<file path="config.mk">
export PLATFORM = sky130hd
export DESIGN_NAME = lbw_top
export DESIGN_NICKNAME = d
export VERILOG_FILES = /design/src/lbw_pkg.sv /design/src/lbw_top.sv
export VERILOG_INCLUDE_DIRS = /design/src
export SDC_FILE = /design/constraint.sdc
export NUM_CORES = 1
export LEC_CHECK = 0
export ABC_AREA = 1
export BUFFER_PORTS_ARGS = -buffer_cell sky130_fd_sc_hd__buf_2
export CORE_MARGIN = 3
export CORE_UTILIZATION = 40
export DETAILED_ROUTE_END_ITERATION = 10
export PLACE_DENSITY = 0.66
export SYNTH_ARGS = -nofsm -noshare
export SYNTH_HDL_FRONTEND = slang
export SYNTH_SLANG_ARGS = --single-unit
</file>
<file path="constraint.sdc">
create_clock -name clk -period 1.8 [get_ports clk]
set_input_delay 0.18 -clock clk [delete_from_list [all_inputs] [get_ports clk]]
set_output_delay 0.18 -clock clk [all_outputs]
set_load 0.02 [all_outputs]
</file>
<file path="src/lbw_regs.svh">
// Register map and timing constants of the LAN bypass watchdog
`ifndef LBW_REGS_SVH
`define LBW_REGS_SVH

// Register indices; byte address is four times the index
`define LBW_IDX_PON      12'h8e0
`define LBW_IDX_POFF     12'h8e1
`define LBW_IDX_TMR      12'h8e2
`define LBW_ADR_W        14

// Field positions
`define LBW_MODE_HI      7
`define LBW_MODE_LO      6
`define LBW_SEG_HI       3
`define LBW_SEG_LO       0
`define LBW_EXP_BIT      7
`define LBW_TSEL_HI      2
`define LBW_TSEL_LO      0

// Reset values
`define LBW_PON_RST      8'h00
`define LBW_POFF_RST     4'h0
`define LBW_TSEL_RST     3'h0
`define LBW_TSEL_OFF     3'h0

// Timing
`define LBW_CLK_HZ       40000000
`define LBW_TICK_SEC     1

`endif

</file>
<file path="src/lbw_pkg.sv">
// Types shared by the LAN bypass watchdog
`default_nettype none
package lbw_pkg;
  typedef logic [3:0] lbw_seg_t;
  typedef logic [2:0] lbw_tsel_t;
  typedef enum logic [1:0] {
    LBW_MODE_NONE,
    LBW_MODE_FORCE_ON,
    LBW_MODE_FORCE_OFF,
    LBW_MODE_TIMER
  } lbw_mode_t;
  typedef enum {
    LBW_WD_IDLE,
    LBW_WD_RUN,
    LBW_WD_EXPIRED
  } lbw_wd_t;
endpackage
`default_nettype wire

</file>
<file path="src/lbw_top.sv">
// LAN bypass relay controller with software watchdog, Wishbone slave
//
// Design decision made here: register access over Wishbone.
`default_nettype none
`include "lbw_regs.svh"

// How it works
// - Mode bits 7:6; code 00 idle, code 01 closes relays on masked segments
// - Mode code 10 opens relays on masked segments at once
// - Mode code 11 leaves masked segments to the watchdog timer
// - Power-on mask bits 3:0 pick segments; zero bits leave segments alone
// - Reads of the control registers change nothing and return undefined data
// - Power-on control register clears when system power goes off
// - Without a new power-on write, relays keep the power-off state
// - Power-off mask bits 3:0 set each relay while the system is off
// - Power-off mask survives power-off
// - All three registers reset to zero
// - Timer register bit 7 reads one once the watchdog expired
// - Timeout code n selects two to the n minus one seconds
// - Timeout code 000 keeps the watchdog stopped
// - Writing the timeout restarts counting from the new period
// - Expiry closes relays on segments of the power-on mask
// - Timer register reads never refresh the watchdog; bits 6:0 undefined
// - Relay of segment n joins ports 2n and 2n+1
module lbw_top #(
  parameter int unsigned TICK_CYCLES = `LBW_CLK_HZ * `LBW_TICK_SEC
) (
  // System
  input  wire logic             clk,
  input  wire logic             reset,
  input  wire logic             system_powered,
  // Wishbone slave
  input  wire logic             wb_cyc_i,
  input  wire logic             wb_stb_i,
  input  wire logic             wb_we_i,
  input  wire logic [15:0]      wb_adr_i,
  input  wire logic [3:0]       wb_sel_i,
  input  wire logic [31:0]      wb_dat_i,
  output var  logic [31:0]      wb_dat_o,
  output var  logic             wb_ack_o,
  // Relays and status
  output var  lbw_pkg::lbw_seg_t relay_close,
  output var  logic             timer_expired
);
  import lbw_pkg::*;

  // ------------------------------------------------------------
  // Bus decode
  // ------------------------------------------------------------
  // Pure address match; callers gate it with the bus request
  function automatic logic hit(input logic [15:0] adr, input logic [11:0] idx);
    hit = (adr == {idx, 2'b00});
  endfunction

  logic req;
  logic wr_en;
  logic wr_pon;
  logic wr_poff;
  logic wr_tmr;

  assign req     = wb_cyc_i && wb_stb_i && !wb_ack_o;
  assign wr_en   = req && wb_we_i && wb_sel_i[0];
  assign wr_pon  = wr_en && hit(wb_adr_i, `LBW_IDX_PON);
  assign wr_poff = wr_en && hit(wb_adr_i, `LBW_IDX_POFF);
  assign wr_tmr  = wr_en && hit(wb_adr_i, `LBW_IDX_TMR);

  // ------------------------------------------------------------
  // Registers
  // ------------------------------------------------------------
  lbw_mode_t bypass_mode_sel;
  lbw_seg_t  poweron_segment_mask;
  lbw_seg_t  poweroff_segment_mask;
  lbw_tsel_t timeout_select;
  logic      powered_q;
  logic      power_fall;

  assign power_fall = powered_q && !system_powered;

  always_ff @(posedge clk) begin
    if (reset) begin
      powered_q <= 1'b0;
    end else begin
      powered_q <= system_powered;
    end
  end

  always_ff @(posedge clk) begin
    if (reset) begin
      bypass_mode_sel      <= lbw_mode_t'(2'(`LBW_PON_RST >> `LBW_MODE_LO));
      poweron_segment_mask <= lbw_seg_t'(`LBW_PON_RST);
    end else if (power_fall) begin
      bypass_mode_sel      <= LBW_MODE_NONE;
      poweron_segment_mask <= lbw_seg_t'(`LBW_PON_RST);
    end else if (wr_pon) begin
      bypass_mode_sel      <= lbw_mode_t'(wb_dat_i[`LBW_MODE_HI:`LBW_MODE_LO]);
      poweron_segment_mask <= wb_dat_i[`LBW_SEG_HI:`LBW_SEG_LO];
    end
  end

  // Kept through power-off, only system reset clears it
  always_ff @(posedge clk) begin
    if (reset) begin
      poweroff_segment_mask <= `LBW_POFF_RST;
    end else if (wr_poff) begin
      poweroff_segment_mask <= wb_dat_i[`LBW_SEG_HI:`LBW_SEG_LO];
    end
  end

  always_ff @(posedge clk) begin
    if (reset) begin
      timeout_select <= `LBW_TSEL_RST;
    end else if (wr_tmr) begin
      timeout_select <= wb_dat_i[`LBW_TSEL_HI:`LBW_TSEL_LO];
    end
  end

  // ------------------------------------------------------------
  // One-second tick
  // ------------------------------------------------------------
  logic [31:0] tick_cnt;
  logic        sec_tick;

  assign sec_tick = (tick_cnt == 32'(TICK_CYCLES - 1));

  always_ff @(posedge clk) begin
    if (reset || wr_tmr || !system_powered) begin
      tick_cnt <= 32'h0;
    end else if (sec_tick) begin
      tick_cnt <= 32'h0;
    end else begin
      tick_cnt <= tick_cnt + 32'h1;
    end
  end

  // ------------------------------------------------------------
  // Watchdog
  // ------------------------------------------------------------
  function automatic logic [6:0] period_sec(input lbw_tsel_t code);
    period_sec = 7'h1 << (code - 3'h1);
  endfunction

  lbw_wd_t    wd_state;
  lbw_wd_t    next_wd_state;
  logic [6:0] sec_cnt;
  logic       expire;

  assign expire = (wd_state == LBW_WD_RUN) && sec_tick && !wr_tmr &&
                  (sec_cnt == period_sec(timeout_select) - 7'h1);

  always_comb begin
    next_wd_state = wd_state;
    case (wd_state)
      LBW_WD_IDLE: begin
        if (wr_tmr && wb_dat_i[`LBW_TSEL_HI:`LBW_TSEL_LO] != `LBW_TSEL_OFF) begin
          next_wd_state = LBW_WD_RUN;
        end
      end
      LBW_WD_RUN, LBW_WD_EXPIRED: begin
        if (wr_tmr) begin
          if (wb_dat_i[`LBW_TSEL_HI:`LBW_TSEL_LO] == `LBW_TSEL_OFF) begin
            next_wd_state = LBW_WD_IDLE;
          end else begin
            next_wd_state = LBW_WD_RUN;
          end
        end else if (expire) begin
          next_wd_state = LBW_WD_EXPIRED;
        end
      end
      default: begin
        next_wd_state = LBW_WD_IDLE;
      end
    endcase
  end

  always_ff @(posedge clk) begin
    if (reset || power_fall) begin
      wd_state <= LBW_WD_IDLE;
    end else begin
      wd_state <= next_wd_state;
    end
  end

  always_ff @(posedge clk) begin
    if (reset || wr_tmr) begin
      sec_cnt <= 7'h0;
    end else if (wd_state == LBW_WD_RUN && sec_tick) begin
      sec_cnt <= sec_cnt + 7'h1;
    end
  end

  // Expiry sets the flag; a timeout write in the same cycle suppresses expiry
  always_ff @(posedge clk) begin
    if (reset) begin
      timer_expired <= 1'b0;
    end else if (expire) begin
      timer_expired <= 1'b1;
    end else if (wr_tmr) begin
      timer_expired <= 1'b0;
    end
  end

  // ------------------------------------------------------------
  // Relays; bit n joins ports 2n and 2n+1
  // ------------------------------------------------------------
  lbw_seg_t next_relay;

  always_comb begin
    next_relay = relay_close;
    if (!system_powered) begin
      next_relay = poweroff_segment_mask;
    end else if (expire) begin
      next_relay = relay_close | poweron_segment_mask;
    end else if (wr_pon) begin
      case (lbw_mode_t'(wb_dat_i[`LBW_MODE_HI:`LBW_MODE_LO]))
        LBW_MODE_FORCE_ON: begin
          next_relay = relay_close | wb_dat_i[`LBW_SEG_HI:`LBW_SEG_LO];
        end
        LBW_MODE_FORCE_OFF: begin
          next_relay = relay_close & ~wb_dat_i[`LBW_SEG_HI:`LBW_SEG_LO];
        end
        default: begin
          next_relay = relay_close;
        end
      endcase
    end
  end

  always_ff @(posedge clk) begin
    if (reset) begin
      relay_close <= lbw_seg_t'(`LBW_POFF_RST);
    end else begin
      relay_close <= next_relay;
    end
  end

  // ------------------------------------------------------------
  // Bus answer; reads have no side effect
  // ------------------------------------------------------------
  always_ff @(posedge clk) begin
    if (reset) begin
      wb_ack_o <= 1'b0;
    end else begin
      wb_ack_o <= req;
    end
  end

  always_ff @(posedge clk) begin
    if (reset) begin
      wb_dat_o <= 32'h0;
    end else if (req && !wb_we_i && hit(wb_adr_i, `LBW_IDX_TMR)) begin
      wb_dat_o <= 32'(timer_expired) << `LBW_EXP_BIT;
    end else begin
      wb_dat_o <= 32'h0;
    end
  end
endmodule // lbw_top
`default_nettype wire

</file>
* Word-level counts from Yosys, hierarchy flattened
Cells that the tools add are included.
Storage, ports and cells: bits in registers 121, input bits 58, word-level logic and storage cells 78
Cells by class: add/sub/neg operators 4, equal/unequal tests 14, shift-type cells 1, multiplexer cells 11, bitwise operators 5, reductions and logical operators 31
Operators with widths (number):
- 2-to-1 mux 32 bit | 3
- equality test 32 x 2 -> 1 bit, second input constant | 2
- case mux 32 bit (2 select lines) | 1
- equality test 16 x 14 -> 1 bit, second input constant | 3
- adder 32 x 1 -> 32 bit, second input constant | 1
- equality test 32 x 1 -> 1 bit, second input constant | 1
- equality test 32 x 26 -> 1 bit, second input constant | 1
- zero test 32 bit | 1
- logical AND 1 bit | 14
- 2-to-1 mux 4 bit | 3
- OR 4 bit | 2
- case mux 4 bit (2 select lines) | 1
- OR reduction 2 bit | 4
- adder 7 x 1 -> 7 bit, second input constant | 1
- equality test 7 bit | 1
- left shift 1 x 3 -> 7 bit, first input constant | 1
- subtractor 7 x 1 -> 7 bit, second input constant | 1
- bitwise AND 4 bit | 1
- zero test 1 bit | 4
- != test 4 x 1 -> 1 bit, second input constant | 1
- NOT 4 bit | 1
- AND reduction 2 bit | 2
- zero test 3 bit | 1
- logical OR 1 bit | 3
- 10 further kinds | 12

* Longest topological paths before layout
Gate-level depths: netlist (run 1).
word-level depth 11, gate-level depth with buffers 18, mapped depth without buffers 17

* Least setup slack after synthesis (run 1)
Ideal clock, no wire load.
path kind flip-flop to flip-flop, from register timeout_select[1], to register wd_state[0], setup time 0.113 ns, data arrival time 1.780 ns, data required time 1.687 ns, slack -0.093 ns, cell stages (with the launch flop) 15, buffers on the path 1, path through dfxtp_1 -> buf_2 -> inv_1 -> nand3_1 -> ha_1 -> xor2_1 -> inv_1 -> nor2_1 -> nand3_1 -> nor2_4 -> nand2_4 -> nand2_2 -> nand2_2 -> nor2_1 -> nor2_1
Between the ends: longest elaborated chain between the ends 7
RTL lines:
- start: declaration | RTL line lbw_top.sv:73 | lbw_tsel_t timeout_select;
- start signal: assignment | RTL line lbw_top.sv:111 | timeout_select <= `LBW_TSEL_RST;
- start signal: assignment | RTL line lbw_top.sv:113 | timeout_select <= wb_dat_i[`LBW_TSEL_HI:`LBW_TSEL_LO];
- subtractor 3 x 1 -> 3 bit | RTL line lbw_top.sv:139 | period_sec = 7'h1 << (code - 3'h1);
- left shift 1 x 3 -> 7 bit | RTL line lbw_top.sv:139
- subtractor 7 x 1 -> 7 bit | RTL line lbw_top.sv:148 | (sec_cnt == period_sec(timeout_select) - 7'h1);
- equality test 7 bit | RTL line lbw_top.sv:148
- logical AND 1 bit | RTL line lbw_top.sv:147 | assign expire = (wd_state == LBW_WD_RUN) && sec_tick && !wr_tmr &&
- != test 3 bit (no source line)
- AND reduction 2 bit (no source line)
- end signal: assignment | RTL line lbw_top.sv:179 | wd_state <= next_wd_state;
- end: declaration | RTL line lbw_top.sv:142 | lbw_wd_t wd_state;
No other way between the ends. A chain may end at the register's enable or synchronous reset.

==> results.sh, run 1 <==
export IMPL_reg2reg_slack_ns=-0.05
export IMPL_hold_start="wb_we_i"
export IMPL_place_gp_congestion=0.919
export IMPL_ant_nets=0
export IMPL_ys_async_sr_fraction_pct=0
export IMPL_crit_type="flop to flop"
export IMPL_antenna_found_initial=0
export IMPL_antenna_cells=0
export IMPL_maxCapViolations=0
export IMPL_top_usage_layer="met2"
export IMPL_grt_met3_usage_pct=3.99
export IMPL_synth_mux_area_share_pct=0
export IMPL_final_max_slew_viol_count=0
export IMPL_synth_top_flop_cell="dfxtp_1"
export IMPL_vias=3991
export IMPL_coreArea_um2=8930
export IMPL_min_path_type="input pin to flop"
export IMPL_grt_pass1_vias=3553
export IMPL_synth_top_family_by_area="simple AND/OR/NAND/NOR gates"
export IMPL_grt_pass1_wl_mm=16.0
export IMPL_dr_first_iter_drc_count=198
export IMPL_setup_ws_ns=-0.0524
export IMPL_ctsHoldBuffers=0
export IMPL_numCtsBuffers=9
export IMPL_p_int_w=0.00213
export IMPL_drive_above_1_share_pct=31.2
export IMPL_hpwlAfterDp_mm=7.25
export IMPL_route_detailed_drc=0
export IMPL_cts_root_buf="clkbuf_8"
export IMPL_switching_share_pct=27.7
export IMPL_violations="negative setup slack"
export IMPL_synth_adder_area_share_pct=2.32
export IMPL_grt_usage_pct=18.8
export IMPL_syn_to_final_growth_pct=31.7
export IMPL_finalCritPeriodShare_pct=103
export IMPL_synth_seq_area_share_pct=31.9
export IMPL_avgSynthCellArea_um2=6.50
export IMPL_port_buffers=35
export IMPL_synth_largest_area_cell="dfxtp_1"
export IMPL_clk_pin_slew_ns=0.07
export IMPL_synth_edf_count=0
export IMPL_timing_hold_ws_ns=0.0888
export IMPL_cts_buffer_depth=2
export IMPL_synth_compound_area_share_pct=9.59
export IMPL_ys_types=34
export IMPL_synth_xor_area_share_pct=1.39
export IMPL_cp_start_kind="flop"
export IMPL_fmax_mhz=540
export IMPL_switching_power_w=0.000816
export IMPL_finalNetCount=747
export IMPL_rsz0062_at_grt="yes"
export IMPL_ys_seq_elements=60
export IMPL_grtUsageMet2_pct=28.5
export IMPL_grt_max_degree=14
export IMPL_p_leak_nw=2.13
export IMPL_p_comb_share_pct=12.7
export IMPL_netlist_instances=580
export IMPL_htreeDepth=3
export IMPL_clock_sinks=60
export IMPL_setup_viol=6
export IMPL_clock_latency_ns=0.35
export IMPL_die_height_um=103
export IMPL_min_period_ns=1.85
export IMPL_io_pins=96
export IMPL_critical_path_required_ns=2.04
export IMPL_die_area_um2=10600
export IMPL_power_density_nw_per_um2=593
export IMPL_fin_skew_ns=0.00686
export IMPL_ir_worst_vdd_mv=0.368
export IMPL_cts_tree="yes"
export IMPL_die_w_um=103
export IMPL_cp_startpoint="timeout_select[1]"
export IMPL_crit_fanout=8
export IMPL_yosys_warnings=0
export IMPL_finalHoldViolCount=0
export IMPL_viasPerCell=5.03
export IMPL_synthTopCellsByArea="dfxtp_1 (32%), nand2_1 (12%), inv_1 (7.5%)"
export IMPL_worst_r2r_path_depth=12
export IMPL_worstPathArrival_ns=2.10
export IMPL_synth_simple_gate_area_share_pct=39.8
export IMPL_setup_tns_final_ns=-0.225
export IMPL_status="complete, but fails checks"
export IMPL_pwr_share_seq_pct=46.3
export IMPL_grt_overflow_total=0
export IMPL_rows=34
export IMPL_clock_power_share_pct=41.0
export IMPL_start_util_pct=42.2
export IMPL_routed_wirelength_mm=9.70
export IMPL_synthesis_area_um2=3770
export IMPL_cp_end_kind="flop"
export IMPL_met1_usage_pct=26.4
export IMPL_synth_top_area_share_pct=31.9
export IMPL_wire_per_inst_um=12.2
export IMPL_r2r_start="timeout_select[1]"
export IMPL_holdPathStages=3
export IMPL_dr_pass1_iters=5
==> final timing paths <==
check,end
max,flop
min,wb_dat_o[7]
max reg2reg,flop
min reg2reg,poweron_segment_mask[3]
==> sequential cells by signal, indices dropped and copies added (netlist names), named ones only <==
name and flops:
timer_expired 1, wb_ack_o 1, sec_cnt 7, poweroff_segment_mask 4, powered_q 1, tick_cnt 32
timeout_select 3, wb_dat_o 1, wd_state 2, poweron_segment_mask 4
==> routing by layer <==
layer / wire length (um) / vias to the layer above / share of wire [%]
met1: 4500 / 1820 / 46
met2: 4520 / 121 / 47
met3: 477 / 19 / 4.9
met4: 192 / 0 / 2.0
li1: - / 2031 / -
met5: 0 / - / 0
==> synthesized netlist by cell type (2+ instances only) <==
master and instances:
a21oi_1 41, buf_2 3, buf_4 33, clkbuf_1 2, dfxtp_1 60, ha_1 7, inv_1 75, inv_2 3
nand2_1 116, nand2_2 6, nand3_1 45, nand3_2 2, nand3b_1 2, nand4_1 21, nor2_1 75, nor2_2 5
nor2_4 2, nor3_1 29, nor3_4 2, nor3b_1 3, nor3b_2 2, nor4_1 2, o21a_1 2, o21ai_0 24
or2_2 4, xor2_1 6
==> layout by cell type (no fill, tap or decap), types with 8 or more instances in the layout <==
cell type	netlist	routed
nand2_1	116	107
nor2_1	75	67
inv_1	75	66
buf_4	33	56
dfxtp_1	60	51
buf_2	3	35
a21oi_1	41	34
nand3_1	45	31
conb_1	1	31
nor3_1	29	24
nand4_1	21	21
o21ai_0	24	20
nand3_2	2	13
nand2_2	6	11
clkbuf_8	0	10
inv_2	3	8
nor2_2	5	8
buf_6	0	8
==> repair_timing <==
| item | CTS | global route |
|---|---|---|
| endpoints found under the hold margin | 0 | 0 |
| pin swaps | 25 | 21 |
| setup endpoints to repair | 14 | 29 |
| buffers inserted | 7 | 5 |
| gates resized for setup | 38 | 57 |
==> critical path: stages (launching register included) <==
cell	delay [ns]
dfxtp_4	0.36
inv_4	0.06
nand3_4	0.08
ha_4	0.27
xor2_2	0.15
nand3_1	0.10
nor3_2	0.21
nand3_1	0.13
buf_6	0.16
nand3_2	0.07
nand2_2	0.06
inv_2	0.05
a21oi_2	0.04
==> through the flow <==
stage	util, %	instances	setup WS (ns)	total power, W	area [um^2]
CTS	53.1	790	-0.0732	0.00293	4740
floorplan	-	610	-0.0341	0.00167	3940
global route	55.6	794	-0.185	0.00310	4970
finish	55.6	794	-0.0524	0.00294	4970
global placement	48.9	768	-0.0943	0.00171	4370
detailed placement	48.9	768	-0.136	0.00172	4370
==> power groups by stage <==
stage / sequential, W / combinational, W / clock (W)
after floorplan: 0.00140 / 0.000276 / 0
final: 0.00136 / 0.000375 / 0.00121
after detailed placement: 0.00139 / 0.000324 / 0
after global routing: 0.00136 / 0.000430 / 0.00130
after global placement: 0.00139 / 0.000314 / 0
after CTS: 0.00136 / 0.000328 / 0.00124
==> final cells by class <==
class,count,area [um^2]
repair buffers,99,686
multi-input cells,434,2430
inverters,78,303
clock inverters,5,52.6
fillers,848,3970
clock buffers,10,138
well taps,108,135
flip-flops and latches,60,1220
==> logic make-up (layout without fill, tap and decap cells) <==
kind of cell	count (synthesis)	count (layout)
AND/OR/NAND/NOR	320	320
AO/OA/AOI/OAI	70	70
other	1	31
XOR/XNOR	6	6
buffers and inverters	116	192
flip-flops	60	60
adder cells (fa/ha/maj)	7	7
No activity file was read; power rests on OpenSTA's default activity.
==> inputs of run 2 (changes only) <==
RECOVER_POWER = 25   (was default)
==> run 2 against run 1 <==
Against the previous run: the flow still finishes with violations (negative setup slack); core utilization shrank 0.15 points; design area down 0.28%; hold slack lost 0.0011 ns; non-clock buffer count did not move; clock power is essentially flat; die area unchanged; largest cell class unchanged; largest power group unchanged.
==> results.sh, run 2 (same netlist as run 1, synthesis figures left out) <==
export IMPL_numCtsBuffers=9
export IMPL_min_path_type="input pin to flop"
export IMPL_regMostFlops="tick_cnt"
export IMPL_clock_latency_ns=0.35
export IMPL_cts_root_buf="clkbuf_8"
export IMPL_io_pins=96
export IMPL_min_period_ns=1.86
export IMPL_critical_path_required_ns=2.04
export IMPL_power_w=0.00294
export IMPL_status="complete, but fails checks"
export IMPL_finalNetCount=747
export IMPL_start_util_pct=42.2
export IMPL_setup_viol=8
export IMPL_finalCoreUtilization_pct=55.4
export IMPL_ant_nets=0
export IMPL_crit_type="flop to flop"
export IMPL_die_height_um=103
export IMPL_place_gp_congestion=0.919
export IMPL_layout_common_cells="nand2_1 (107), nor2_1 (67), inv_1 (66)"
export IMPL_final_common_cell="nand2_1"
export IMPL_cts_tree="yes"
export IMPL_finalCritPeriodShare_pct=103
export IMPL_fin_skew_ns=0.00564
export IMPL_grt_max_degree=14
export IMPL_finalHoldViolCount=0
export IMPL_wire_per_inst_um=12.2
export IMPL_worst_r2r_path_depth=14
export IMPL_route_detailed_drc=0
export IMPL_cp_end_kind="flop"
export IMPL_rows=34
export IMPL_top_regs="tick_cnt x32, sec_cnt x7"
export IMPL_cp_start_kind="flop"
export IMPL_grt_usage_pct=18.8
export IMPL_vias=3957
export IMPL_port_buffers=35
export IMPL_largest_reg_flops=32
export IMPL_coreArea_um2=8930
export IMPL_holdPathStages=3
export IMPL_worstMarginPinSlew_ns=0.692
export IMPL_fmax_mhz=539
export IMPL_cts_buffer_depth=2
export IMPL_die_w_um=103
export IMPL_syn_to_final_growth_pct=31.3
export IMPL_clk_pin_slew_ns=0.07
export IMPL_worstPathArrival_ns=2.10
export IMPL_crit_fanout=8
export IMPL_final_max_slew_viol_count=0
export IMPL_grt_pass1_wl_mm=16.0
export IMPL_slew_headroom_pct=53.9
export IMPL_ir_worst_vdd_mv=0.364
export IMPL_antenna_found_initial=0
export IMPL_power_density_nw_per_um2=594
export IMPL_violations="negative setup slack"
export IMPL_antenna_cells=0
export IMPL_dr_pass1_iters=4
export IMPL_maxCapViolations=0
export IMPL_rsz0062_at_grt="yes"
export IMPL_p_leak_nw=2.10
export IMPL_die_area_um2=10600
export IMPL_drive_above_1_share_pct=29.9
export IMPL_grt_overflow_total=0
export IMPL_routed_wirelength_mm=9.69
export IMPL_viasPerCell=4.98
export IMPL_clock_sinks=60
export IMPL_setup_ws_ns=-0.0555
export IMPL_nFillCells=852
export IMPL_dr_first_iter_drc_count=184
export IMPL_htreeDepth=3
export IMPL_grt_pass1_vias=3553
export IMPL_hpwlAfterDp_mm=7.25
[run 2: path summary, 6_finish.rpt]
path	from	end	slack, ns
setup reg to reg	tick_cnt[0]	flop	-0.06
hold / removal	wb_we_i	wb_dat_o[7]	0.09
setup / recovery	tick_cnt[0]	flop	-0.06
hold reg to reg	poweron_segment_mask[3]	poweron_segment_mask[3]	0.49
[run 2: worst max-delay path, stage by stage (launching register included)]
cell and delay [ns]:
dfxtp_1 0.38, ha_4 0.17, nand2_4 0.06, nor2_4 0.10, buf_4 0.14, nand2_4 0.07
nor2_4 0.11, nand3_2 0.10, nor2_2 0.12, nand3_1 0.10, buf_6 0.16, nand3_2 0.07
nand2_2 0.06, inv_2 0.06, a21oi_2 0.04
[run 2: per-layer routing]
layer  vias up  global-route usage [%]  wire [um]
met1      1795                    26.4       4460
li1       2031                       -          -
met2       114                    28.5       4510
met4         0                    6.97        172
met3        17                    3.99        546
met5         -                       0          0
[run 2: layout make-up]
class	count	area (um^2)	area share, %
Sequential cell	60	1220	24.6
Inverter	78	303	6.11
Multi-Input combinational cell	434	2430	49.2
Clock buffer	10	138	2.78
Timing Repair Buffer	99	673	13.6
Clock inverter	5	52.6	1.06
Tap cell	108	135	2.73
[run 2: stage by stage]
step                hold slack, ns  cell area (um^2)  TNS [ns]  setup WS [ns]  cells
finish                      0.0877              4950    -0.302        -0.0555    794
global route                0.0850              4950     -2.49         -0.208    794
CTS                         0.0808              4740    -0.336        -0.0732    790
detailed placement           0.457              4370     -1.24         -0.136    768
global placement             0.447              4370    -0.659        -0.0943    768
floorplan                    0.264              3940   -0.0341        -0.0341    610
[run 2: repair_timing]
item                       in CTS  in global routing
hold endpoints to repair        0                  0
buffers inserted                7                  5
setup endpoints to repair      14                 29
gates cloned                    0                  0
resized for setup              38                 57
hold buffers                    0                  0
pin swaps                      25                 21
[run 2: report_power, final]
group / switching, W / internal (W)
combinational: 0.000254 / 0.000119
clock: 0.000546 / 0.000661
sequential: 0.0000163 / 0.00135
==> inputs of run 3 (changes only) <==
ABC_AREA = default   (was 1)
PLACE_DENSITY = 0.67   (was 0.66)
==> run 3 against run 2 <==
Against the previous run: the flow still finishes with violations (negative setup slack); non-clock buffer count up 30; synthesized area down 6.2%; clock-buffer cell count up 1; total power down 10%; clock power down 8%; register-to-register slack worse by 0.63 ns; sequential share of layout area up 0.74 points; core utilization up 2.8 points; first-iteration DRC count down 43%; critical path type unchanged.
==> results.sh, run 3 <==
export IMPL_slew_headroom_pct=54.7
export IMPL_fin_skew_ns=0.0126
export IMPL_coreArea_um2=8380
export IMPL_synth_top_flop_cell="dfxtp_1"
export IMPL_antenna_cells=0
export IMPL_routed_wirelength_mm=9.08
export IMPL_wl_met1_mm=3.82
export IMPL_timing_hold_ws_ns=0.113
export IMPL_placed_cell_area_um2=4290
export IMPL_clk_pin_slew_ns=0.07
export IMPL_setup_ws_ns=-0.682
export IMPL_synth_adder_area_share_pct=2.48
export IMPL_power_density_nw_per_um2=540
export IMPL_dp_cells=609
export IMPL_violations="negative setup slack"
export IMPL_rows=33
export IMPL_finalHoldViolCount=0
export IMPL_regMostFlops="tick_cnt"
export IMPL_maxCapViolations=0
export IMPL_layout_common_cells="buf_4 (75), nor2_1 (50), dfxtp_1 (41)"
export IMPL_antenna_found_initial=0
export IMPL_min_period_ns=2.48
export IMPL_netlist_instances=412
export IMPL_grt_max_degree=33
export IMPL_maxUsedRoutingLayer="met4"
export IMPL_synth_most_common_cell="dfxtp_1"
export IMPL_finalNetCount=599
export IMPL_cts_tree="yes"
export IMPL_setup_viol=42
export IMPL_synthTopCellsByArea="dfxtp_1 (34%), buf_4 (6.8%), nor2_1 (5.8%)"
export IMPL_synth_compound_area_share_pct=8.42
export IMPL_clock_sinks=60
export IMPL_place_gp_congestion=0.782
export IMPL_finish_instance_area_um2=4880
export IMPL_avgSynthCellArea_um2=8.58
export IMPL_largest_reg_flops=32
export IMPL_synth_largest_area_cell="dfxtp_1"
export IMPL_cp_start_kind="flop"
export IMPL_hpwlAfterDp_mm=5.91
export IMPL_io_pins=96
export IMPL_syn_to_final_growth_pct=38.1
export IMPL_route_detailed_drc=0
export IMPL_die_area_um2=10000
export IMPL_grt_usage_pct=16.7
export IMPL_htreeDepth=3
export IMPL_synth_xor_area_share_pct=9.91
export IMPL_synth_seq_area_share_pct=34.0
export IMPL_critical_path_required_ns=2.08
export IMPL_synth_mux_area_share_pct=3.11
export IMPL_worstPathArrival_ns=2.76
export IMPL_synth_edf_count=0
export IMPL_synthesis_area_um2=3540
export IMPL_wl_met2_mm=4.59
export IMPL_cp_end_kind="flop"
export IMPL_fin_cells=643
export IMPL_finalCritPeriodShare_pct=138
export IMPL_grt_pass1_vias=3070
export IMPL_die_w_um=100
export IMPL_crit_fanout=5
export IMPL_grt_pass1_wl_mm=13.7
export IMPL_yosys_warnings=0
export IMPL_ys_seq_elements=60
export IMPL_min_path_type="input pin to flop"
export IMPL_vias=3298
export IMPL_ys_async_sr_fraction_pct=0
export IMPL_wire_per_inst_um=14.1
export IMPL_status="complete, but fails checks"
export IMPL_met3_length_um=453
export IMPL_synth_top_area_share_pct=34.0
export IMPL_viasPerCell=5.13
export IMPL_ant_nets=0
export IMPL_drive_above_1_share_pct=37.7
export IMPL_ir_worst_vdd_mv=0.543
export IMPL_die_height_um=100
export IMPL_synth_top_family_by_area="simple AND/OR/NAND/NOR gates"
export IMPL_ys_types=57
export IMPL_synth_simple_gate_area_share_pct=31.1
export IMPL_ys_top_cells_by_count="dfxtp_1 (60), nor2_1 (55), buf_4 (32)"
export IMPL_cts_buffer_depth=2
export IMPL_crit_type="flop to flop"
export IMPL_top_regs="tick_cnt x32, sec_cnt x7"
export IMPL_dr_pass1_iters=4
export IMPL_clock_latency_ns=0.35
export IMPL_rsz0062_at_grt="yes"
export IMPL_dr_first_iter_drc_count=104
export IMPL_worstMarginPinSlew_ns=0.680
export IMPL_numCtsBuffers=9
export IMPL_p_leak_nw=2.06
export IMPL_final_max_slew_viol_count=0
export IMPL_start_util_pct=42.2
export IMPL_cts_root_buf="clkbuf_8"
export IMPL_fmax_mhz=403
export IMPL_grt_overflow_total=0
export IMPL_final_common_cell="buf_4"
export IMPL_port_buffers=35
[run 3: worst max-delay path: stages (launching register included)]
cell and delay (ns):
dfxtp_4 0.36, nor3b_4 0.20, inv_1 0.06, ha_2 0.18, or4b_1 0.48, o22ai_2 0.17
o32ai_2 0.10, nor4b_2 0.31, buf_4 0.17, buf_6 0.11, o2111ai_2 0.09, a31oi_1 0.18
[run 3: what timing repair did]
action | in CTS | in global routing
gates cloned | 0 | 4
setup buffers | 6 | 10
hold buffers | 1 | 0
gates resized for setup | 24 | 34
setup endpoints to repair | 46 | 46
endpoints found under the hold margin | 1 | 0
pin swaps | 7 | 15
[run 3: area by class of cell]
class	instances	area, um^2
Timing Repair Buffer	129	995
Tap cell	105	131
Inverter	14	52.6
Sequential cell	60	1230
Fill cell	728	3500
Clock inverter	4	25.0
Multi-Input combinational cell	320	2290
Clock buffer	11	151
[run 3: final timing paths]
kind / end / depth (start not counted) / slack (ns) / start
worst max register to register: flop / 11 / -0.68 / timeout_select[1]
worst max-delay path: flop / 11 / -0.68 / timeout_select[1]
worst min register to register: poweroff_segment_mask[1] / 2 / 0.45 / poweroff_segment_mask[1]
worst min-delay path: wb_dat_o[7] / 4 / 0.11 / wb_adr_i[6]
[run 3: cell families after synthesis]
kind of cell	Yosys count
AO/OA/AOI/OAI	41
XOR/XNOR	40
adder cells (fa/ha/maj)	7
buffers and inverters	62
flip-flops	60
multiplexers	11
other	1
AND/OR/NAND/NOR	190
[run 3: metrics by stage]
stage | utilization (%) | power [W] | setup TNS, ns | setup slack [ns]
finish | 58.2 | 0.00263 | -6.74 | -0.682
global route | 58.2 | 0.00274 | -10.67 | -0.853
CTS | 54.9 | 0.00263 | -4.84 | -0.627
detailed placement | 51.1 | 0.00153 | -6.39 | -0.643
global placement | 51.1 | 0.00153 | -5.38 | -0.568
floorplan | - | 0.00152 | -5.43 | -0.807
[run 3: per-layer routing]
metal	up-vias	global-route usage [%]
met4	0	6.53
met2	97	27.6
li1	1634	-
met1	1544	20.7
met3	23	4.45
met5	-	0
[run 3: report_power, final]
part | total [W] | leakage, nW | internal (W) | switching (W)
registers | 0.00133 | 0.495 | 0.00133 | 0.00000288
logic | 0.000198 | 1.48 | 0.0000684 | 0.000130
clock network | 0.00111 | 0.0872 | 0.000561 | 0.000546
total | 0.00263 | 2.06 | 0.00196 | 0.000678
